[config.mk]
export PLATFORM = sky130hd
export DESIGN_NAME = sfm_core
export DESIGN_NICKNAME = d
export VERILOG_FILES = /design/src/sfm_pkg.sv /design/src/sfm_core.sv
export VERILOG_INCLUDE_DIRS = /design/src
export SDC_FILE = /design/constraint.sdc
export NUM_CORES = 1
export LEC_CHECK = 0
export ABC_CLOCK_PERIOD_IN_PS = 7190
export BUFFER_PORTS_ARGS = -buffer_cell sky130_fd_sc_hd__buf_2
export CORE_MARGIN = 4
export CORE_UTILIZATION = 49
export CTS_CLUSTER_SIZE = 20
export DETAILED_ROUTE_END_ITERATION = 12
export PLACE_DENSITY = 0.78
export SYNTH_ARGS = -nofsm -noshare
export SYNTH_HDL_FRONTEND = slang
export SYNTH_SLANG_ARGS = --single-unit
[constraint.sdc]
create_clock -name ref_clk -period 7.19 [get_ports ref_clk]
set_input_delay 0.3595 -clock ref_clk [delete_from_list [all_inputs] [get_ports ref_clk]]
set_output_delay 0.3595 -clock ref_clk [all_outputs]
set_load 0.01 [all_outputs]
[src/sfm_regs.svh]
// register offsets, field positions, encodings and reset values of the flag/move unit
// Operation
// - the interrupt-on instruction writes the global interrupt enable flag to 1.
// - the interrupt-off instruction writes the global interrupt enable flag to 0.
// - set-sign-test forces the signed test flag to 1.
// - clear-sign-test forces the signed test flag to 0.
// - set-overflow forces the two's-complement overflow flag to 1.
// - clear-overflow forces the two's-complement overflow flag to 0.
// - set-half-carry forces the half-carry flag to 1.
// - clear-half-carry forces the half-carry flag to 0.
// - copy-register writes source register into destination, flags untouched.
`ifndef SFM_REGS_SVH
`define SFM_REGS_SVH

`define SFM_ADDR_W 8
`define SFM_OFF_EXEC 8'h00
`define SFM_OFF_FLAGS 8'h04
`define SFM_OFF_GPR 8'h80
`define SFM_GPR_NUM 32
`define SFM_GPR_IDX_W 5

`define SFM_FLAGS_RST 8'h00
`define SFM_GPR_RST 8'h00

`define SFM_BIT_C 0
`define SFM_BIT_Z 1
`define SFM_BIT_N 2
`define SFM_BIT_V 3
`define SFM_BIT_S 4
`define SFM_BIT_H 5
`define SFM_BIT_T 6
`define SFM_BIT_I 7

`define SFM_EXEC_OP_LSB 0
`define SFM_EXEC_RD_LSB 8
`define SFM_EXEC_RR_LSB 16
`define SFM_EXEC_ERR_BIT 31
`define SFM_EXEC_STRB 4'h7

`define SFM_OP_NOP 4'h0
`define SFM_OP_IRQ_ON 4'h1
`define SFM_OP_IRQ_OFF 4'h2
`define SFM_OP_SET_S 4'h3
`define SFM_OP_CLR_S 4'h4
`define SFM_OP_SET_V 4'h5
`define SFM_OP_CLR_V 4'h6
`define SFM_OP_SET_H 4'h7
`define SFM_OP_CLR_H 4'h8
`define SFM_OP_COPY 4'h9

`define SFM_RESP_OKAY 2'h0
`define SFM_RESP_SLVERR 2'h2

`endif

[src/sfm_pkg.sv]
// types shared by the flag/move unit
`default_nettype none
`include "sfm_regs.svh"
package sfm_pkg;

  typedef enum logic [3:0] {
    SFM_OP_NOP = `SFM_OP_NOP,
    SFM_OP_IRQ_ON = `SFM_OP_IRQ_ON,
    SFM_OP_IRQ_OFF = `SFM_OP_IRQ_OFF,
    SFM_OP_SET_S = `SFM_OP_SET_S,
    SFM_OP_CLR_S = `SFM_OP_CLR_S,
    SFM_OP_SET_V = `SFM_OP_SET_V,
    SFM_OP_CLR_V = `SFM_OP_CLR_V,
    SFM_OP_SET_H = `SFM_OP_SET_H,
    SFM_OP_CLR_H = `SFM_OP_CLR_H,
    SFM_OP_COPY = `SFM_OP_COPY
  } sfm_op_t;

  typedef struct packed {
    logic [`SFM_GPR_IDX_W-1:0] rr;
    logic [`SFM_GPR_IDX_W-1:0] rd;
    logic [3:0] op;
  } sfm_instr_t;

endpackage
`default_nettype wire

[src/sfm_core.sv]
// flag set/clear and register copy execution unit behind an AXI4-Lite slave
`timescale 1ns/1ps
`default_nettype none
`include "sfm_regs.svh"
module sfm_core
  import sfm_pkg::*;
(
  input wire logic ref_clk,
  input wire logic sys_rst,
  input wire logic s_axi_awvalid,
  output logic s_axi_awready,
  input wire logic [`SFM_ADDR_W-1:0] s_axi_awaddr,
  input wire logic s_axi_wvalid,
  output logic s_axi_wready,
  input wire logic [31:0] s_axi_wdata,
  input wire logic [3:0] s_axi_wstrb,
  output logic s_axi_bvalid,
  input wire logic s_axi_bready,
  output logic [1:0] s_axi_bresp,
  input wire logic s_axi_arvalid,
  output logic s_axi_arready,
  input wire logic [`SFM_ADDR_W-1:0] s_axi_araddr,
  output logic s_axi_rvalid,
  input wire logic s_axi_rready,
  output logic [31:0] s_axi_rdata,
  output logic [1:0] s_axi_rresp,
  output logic [7:0] processorFlags
);

  logic awHave_q, wHave_q, bValid_q, rValid_q;
  logic [`SFM_ADDR_W-1:0] awAddr_q;
  logic [31:0] wData_q, rData_q;
  logic [3:0] wStrb_q;
  logic [1:0] bResp_q, rResp_q;
  logic [7:0] flags_q, flags_d;
  logic [7:0] gpr_q [`SFM_GPR_NUM];
  sfm_instr_t lastInstr_q;
  logic lastErr_q;

  // write channel: address and data are caught independently, in either order
  assign s_axi_awready = !awHave_q && !bValid_q;
  assign s_axi_wready = !wHave_q && !bValid_q;
  assign s_axi_bvalid = bValid_q;
  assign s_axi_bresp = bResp_q;
  assign s_axi_arready = !rValid_q;
  assign s_axi_rvalid = rValid_q;
  assign s_axi_rdata = rData_q;
  assign s_axi_rresp = rResp_q;
  assign processorFlags = flags_q;

  wire awFire = s_axi_awvalid && s_axi_awready;
  wire wFire = s_axi_wvalid && s_axi_wready;
  wire wrDo = awHave_q && wHave_q;
  wire arFire = s_axi_arvalid && s_axi_arready;

  wire wrIsExec = awAddr_q == `SFM_OFF_EXEC;
  wire wrIsFlags = awAddr_q == `SFM_OFF_FLAGS;
  wire wrIsGpr = awAddr_q >= `SFM_OFF_GPR;
  wire [`SFM_GPR_IDX_W-1:0] wrGprIdx = awAddr_q[`SFM_GPR_IDX_W+1:2];

  sfm_instr_t instr;
  assign instr = {wData_q[`SFM_EXEC_RR_LSB +: `SFM_GPR_IDX_W],
                  wData_q[`SFM_EXEC_RD_LSB +: `SFM_GPR_IDX_W],
                  wData_q[`SFM_EXEC_OP_LSB +: 4]};

  // a partial write of the instruction word would execute half an instruction
  wire execWrite = wrDo && wrIsExec && ((wStrb_q & `SFM_EXEC_STRB) == `SFM_EXEC_STRB);
  wire opLegal = instr.op <= `SFM_OP_COPY;
  wire execOk = execWrite && opLegal;
  wire execCopy = execOk && (instr.op == `SFM_OP_COPY);
  wire execFlagOp = execOk && (instr.op != `SFM_OP_COPY) && (instr.op != `SFM_OP_NOP);
  wire wrFlags = wrDo && wrIsFlags && wStrb_q[0];
  wire wrGpr = wrDo && wrIsGpr && wStrb_q[0];
  wire wrErr = wrDo && (!(wrIsExec || wrIsFlags || wrIsGpr) || (wrIsExec && !execOk));

  // one-hot mask and forced value of the flag an instruction touches
  logic [7:0] opMask;
  logic opVal;
  always_comb begin
    opMask = 8'h00;
    opVal = 1'b0;
    case (sfm_op_t'(instr.op))
      SFM_OP_IRQ_ON: begin
        opMask[`SFM_BIT_I] = 1'b1;
        opVal = 1'b1;
      end
      SFM_OP_IRQ_OFF: begin
        opMask[`SFM_BIT_I] = 1'b1;
      end
      SFM_OP_SET_S: begin
        opMask[`SFM_BIT_S] = 1'b1;
        opVal = 1'b1;
      end
      SFM_OP_CLR_S: begin
        opMask[`SFM_BIT_S] = 1'b1;
      end
      SFM_OP_SET_V: begin
        opMask[`SFM_BIT_V] = 1'b1;
        opVal = 1'b1;
      end
      SFM_OP_CLR_V: begin
        opMask[`SFM_BIT_V] = 1'b1;
      end
      SFM_OP_SET_H: begin
        opMask[`SFM_BIT_H] = 1'b1;
        opVal = 1'b1;
      end
      SFM_OP_CLR_H: begin
        opMask[`SFM_BIT_H] = 1'b1;
      end
      default: begin
        opMask = 8'h00;
        opVal = 1'b0;
      end
    endcase
  end

  // a flag instruction moves only the masked bit; a flags register write loads all 8; copy leaves flags alone
  assign flags_d = wrFlags ? wData_q[7:0] :
                   execFlagOp ? ((flags_q & ~opMask) | (opVal ? opMask : 8'h00)) :
                   flags_q;

  always_ff @(posedge ref_clk) begin
    if (sys_rst) flags_q <= `SFM_FLAGS_RST;
    else flags_q <= flags_d;
  end

  wire [7:0] gprSrc = gpr_q[instr.rr];
  wire [7:0] gprWd = wrGpr ? wData_q[7:0] : gprSrc;

  genvar g;
  generate
    for (g = 0; g < `SFM_GPR_NUM; g++) begin : gen_gpr
      wire we = (wrGpr && wrGprIdx == g) || (execCopy && instr.rd == g);
      always_ff @(posedge ref_clk) begin
        if (sys_rst) gpr_q[g] <= `SFM_GPR_RST;
        else if (we) gpr_q[g] <= gprWd;
      end
    end
  endgenerate

  always_ff @(posedge ref_clk) begin
    if (sys_rst) begin
      awHave_q <= 1'b0;
      wHave_q <= 1'b0;
      bValid_q <= 1'b0;
      bResp_q <= `SFM_RESP_OKAY;
      awAddr_q <= '0;
      wData_q <= '0;
      wStrb_q <= '0;
    end else begin
      if (awFire) begin
        awHave_q <= 1'b1;
        awAddr_q <= {s_axi_awaddr[`SFM_ADDR_W-1:2], 2'b00};
      end
      if (wFire) begin
        wHave_q <= 1'b1;
        wData_q <= s_axi_wdata;
        wStrb_q <= s_axi_wstrb;
      end
      if (wrDo) begin
        awHave_q <= 1'b0;
        wHave_q <= 1'b0;
        bValid_q <= 1'b1;
        bResp_q <= wrErr ? `SFM_RESP_SLVERR : `SFM_RESP_OKAY;
      end else if (bValid_q && s_axi_bready) begin
        bValid_q <= 1'b0;
      end
    end
  end

  always_ff @(posedge ref_clk) begin
    if (sys_rst) begin
      lastInstr_q <= '0;
      lastErr_q <= 1'b0;
    end else if (wrDo && wrIsExec) begin
      lastInstr_q <= instr;
      lastErr_q <= !execOk;
    end
  end

  // read side
  wire [`SFM_ADDR_W-1:0] rdAddr = {s_axi_araddr[`SFM_ADDR_W-1:2], 2'b00};
  wire rdIsExec = rdAddr == `SFM_OFF_EXEC;
  wire rdIsFlags = rdAddr == `SFM_OFF_FLAGS;
  wire rdIsGpr = rdAddr >= `SFM_OFF_GPR;
  wire [`SFM_GPR_IDX_W-1:0] rdGprIdx = rdAddr[`SFM_GPR_IDX_W+1:2];
  wire [31:0] execWord = {lastErr_q, 10'h000, lastInstr_q.rr[4:0], 3'h0, lastInstr_q.rd,
                          4'h0, lastInstr_q.op};
  wire [31:0] rdMux = rdIsExec ? execWord :
                      rdIsFlags ? {24'h00_0000, flags_q} :
                      rdIsGpr ? {24'h00_0000, gpr_q[rdGprIdx]} : 32'h0000_0000;
  wire rdErr = !(rdIsExec || rdIsFlags || rdIsGpr);

  always_ff @(posedge ref_clk) begin
    if (sys_rst) begin
      rValid_q <= 1'b0;
      rData_q <= '0;
      rResp_q <= `SFM_RESP_OKAY;
    end else if (arFire) begin
      rValid_q <= 1'b1;
      rData_q <= rdMux;
      rResp_q <= rdErr ? `SFM_RESP_SLVERR : `SFM_RESP_OKAY;
    end else if (rValid_q && s_axi_rready) begin
      rValid_q <= 1'b0;
    end
  end

  wire opIs1 = instr.op == `SFM_OP_IRQ_ON;
  wire opIs2 = instr.op == `SFM_OP_IRQ_OFF;
endmodule
`default_nettype wire

==> run_results.csv <==
group,metric,value,unit
worst_setup_path,crit_required,7430,ps
global_route,grt_overflow,0,
detailed_routing,drt-total-wl,46200,um
pwr,leakagePower,6.47,nW
finish,fill_cells,2791,
worst_setup_path,cpPeakStageDelay,870,ps
status,status,"finished clean",
worst_setup_path,crit_path_frequent_cell,"nor2_1",
detailed_routing,viasPerCell,6.32,
worst_setup_path,reg2reg_slack,3110,ps
synthesis,syn_avg_cell_area,12.0,um^2
clocking,cts_setup_buffers,0,
detailed_routing,wl_per_cell,24.3,um
worst_setup_path,slowest_stage,"dfxtp_4",
detailed_routing,drc,0,
timing,tns,0,ps
synthesis,ys_top_cells_by_area,"edfxtp_1 (45%), mux4_2 (18%), dfxtp_1 (9.3%)",
pwr,pwr-share-seq,50.5,%
worst_setup_path,reg2reg_to,"gpr_q[16][2]",
global_route,grt_pass1_wl,70200,um
pwr,p_int,3.27,mW
detailed_routing,drtAntennaViolNets,0,
global_route,groute.usage.overall,23.7,%
timing,finalHoldViolCount,0,
synthesis,synth_seq_cells,336,
clocking,tritoncts,"built",
timing,finalCriticalPeriod,4080,ps
timing,slew_headroom,22.0,%
worst_setup_path,path_cells,"buf_4, mux4_2, mux4_2, nor2_1, nor2_1, o21ai_2, buf_4, nor2_1",
worst_setup_path,cp.arrival,4320,ps
place,placedCellCount,1840,
floorplan,die_h,195,um
synthesis,ys_types,53,
floorplan,core-area,34600,um^2
global_route,grt_pass1_vias,11600,
pwr,pwr-share-comb,12.2,%
clocking,ctsHoldBuffers,0,
timing,post-route-period-util,56.7,%
timing,grt_setup_unrepaired,"no",
finish,finalNonFillerCells,1897,
pwr,clkPwrFrac,37.2,%
floorplan,initial_utilization,49.7,%
run,cap_violations,0,
detailed_routing,drt_iter0_markers,1624,
timing,final_max_slew_viol_count,0,
synthesis,ys_warn_count,0,
hold_path,hp-class,"input port to flop",
synthesis,synth_cells,1435,
detailed_routing,firstDrtPassIters,6,
clocking,cts-root-buf,"clkbuf_16",
worst_setup_path,worstPathMaxFanout,40,
finish,fin_util,53.6,%
hold_path,holdCritStartpoint,"s_axi_rready",
worst_setup_path,worst-setup-path-type,"flop to flop",
pwr,ir_worst_vdd,149,uV
detailed_routing,dr_total_vias,12000,
worst_setup_path,critPathLaunchType,"flop",
clocking,cts_num_sinks,336,
global_route,grt_start_max_net_pins,66,
clocking,cts_buffer_depth,3,
hold_path,holdPathStages,2,
hold_path,holdPathEnd,"s_axi_rvalid",
finish,diodes,0,
clocking,post_cts_resized,0,
finish,area_growth,7.78,%
worst_setup_path,critPathCaptureType,"flop",
timing,max_freq,245,MHz
synthesis,synth_edf_count,256,
synthesis,syn_area,17200,um^2
floorplan,num_rows,68,
timing,tightest_slew,1170,ps
clocking,clock_latency,520,ps
pwr,swShare,25.3,%
synthesis,yosysSeqAreaShare,54.0,%
synthesis,synth_top_area_share,44.7,%
place,finalWeightedCongestion,0.965,
place,hpwlAfterDp,32300,um
pwr,power_density,236,nW/um^2
timing,fin_skew,20.2,ps
clocking,htree_levels,2,
place,io_buffers,73,
floorplan,die_x,195,um
pwr,power.switching,1.11,mW
synthesis,synthFlopType,"edfxtp_1",
finish,drive_gt1_share,22.3,%
global_route,antenna_found_initial,0,
clocking,clkTransAtPathRegs,60,ps
finish,nets,1480,
floorplan,io_pins,108,
worst_setup_path,worstRegToRegCells,8,
synthesis,synth.largest_area_cell,"edfxtp_1",
floorplan,die_area,38200,um^2
clocking,cts_buffers,34,
timing,setup_viol,0,
synthesis,ys_async_sr_fraction,0,%
worst max-delay path: cells and delay by family, from the launching register on:
kind | cells | cell delay, ps
compound gates | 1 | 440
flops | 1 | 870
simple gates | 3 | 280
buf+inv | 2 | 990
mux | 2 | 1160
sequential cells by signal (all words and copies together) (netlist names), named ones only:
| name | cells |
|---|---|
| wData_q | 18 |
| awAddr_q | 6 |
| processorFlags | 4 |
| s_axi_rvalid | 1 |
| s_axi_rdata | 19 |
| s_axi_rresp | 1 |
| s_axi_bvalid | 1 |
| awHave_q | 1 |
| wHave_q | 1 |
| wStrb_q | 3 |
| s_axi_bresp | 1 |
| execWord | 14 |
| gpr_q | 256 |
| lastErr_q | 1 |
power groups by stage:
stage               clock, mW  sequential, mW  combinational, mW
finish                   1.63            2.21              0.537
global route             1.73            2.22              0.561
CTS                      1.64            2.21              0.527
detailed placement          0            2.25              0.523
global placement            0            2.25              0.514
floorplan                   0            2.22              0.406
worst max-delay path by stage:
stage          startpoint            to  slack [ps]
3_5_place_dp         flop  gpr_q[17][2]        3110
4_1_cts              flop  gpr_q[16][2]        3080
5_1_grt              flop  gpr_q[16][2]        2840
6_report             flop  gpr_q[16][2]        3110
3_3_place_gp         flop  gpr_q[16][2]        3140
2_1_floorplan        flop  gpr_q[10][6]        4760
per-layer routing:
layer	GRT usage (%)	wire length, um
met1	32.8	16700
met2	37.3	21800
met3	4.68	5560
met4	9.39	2060
met5	0	0
cell usage after synthesis (3+ instances only):
cell / instances
a221oi_1: 5
nor3_1: 4
mux4_2: 141
nor3b_1: 3
clkbuf_1: 66
buf_4: 39
o22ai_1: 19
o211ai_1: 4
and3_1: 3
a21oi_1: 81
or3_1: 5
a22oi_1: 4
mux2_2: 3
and2_1: 4
buf_1: 26
nor2_1: 330
or2_2: 33
a31oi_1: 3
nor4_1: 3
buf_6: 4
nand2_1: 128
a211oi_1: 6
nand3_1: 13
o21ai_0: 13
o21ai_2: 7
and4_1: 6
buf_2: 18
nand4_1: 12
dfxtp_1: 80
mux2i_1: 22
nand2b_1: 44
inv_1: 10
edfxtp_1: 256
nor2b_1: 11
logic make-up (layout without fill, tap and decap cells):
| family | Yosys count | after routing | share of synthesized area, % |
|---|---|---|---|
| compound gates | 157 | 157 | 5.60 |
| buf+inv | 163 | 156 | 4.71 |
| flops | 336 | 336 | 54.0 |
| mux | 166 | 166 | 19.9 |
| other cells | 1 | 15 | 0.0218 |
| simple gates | 612 | 612 | 15.8 |
layout by cell type, fill, tap and decap left out, types with 4 or more instances in the layout:
master       n
mux2i_1     22
nand4_1     12
and2_1       4
nor3_1       4
nor2_1     330
o22ai_1     19
clkinv_2     4
clkbuf_1    13
nand2b_1    44
o21ai_2      7
a22oi_1      4
nand3_1     13
nor2b_1     11
or2_2       33
inv_1       10
dfxtp_1     78
conb_1      15
or3_1        5
mux4_2     141
a211oi_1     6
and4_1       6
clkbuf_16   35
o211ai_1     4
edfxtp_1   256
nand2_1    128
buf_4       18
buf_2       71
a221oi_1     5
a21oi_1     81
o21ai_0     13
metrics by stage:
step	hold WS [ps]	cell area, um^2	setup slack, ps	power (mW)
2_1_floorplan	430	17300	4760	2.62
3_3_place_gp	438	17600	3140	2.76
3_5_place_dp	444	17600	3110	2.78
4_1_cts	29.4	18600	3080	4.38
5_1_grt	54.3	18600	2840	4.51
6_report	31.7	18600	3110	4.38
final cells by class:
| type | count | area (um^2) | area share [%] |
|---|---|---|---|
| flip-flops and latches | 336 | 9290 | 50.1 |
| multi-input cells | 950 | 7160 | 38.6 |
| clock buffers | 48 | 925 | 4.98 |
| well taps | 455 | 569 | 3.07 |
| repair buffers | 89 | 490 | 2.64 |
| clock inverters | 9 | 70.1 | 0.378 |
| inverters | 10 | 37.5 | 0.202 |
No activity file was read; power rests on OpenSTA's default activity.
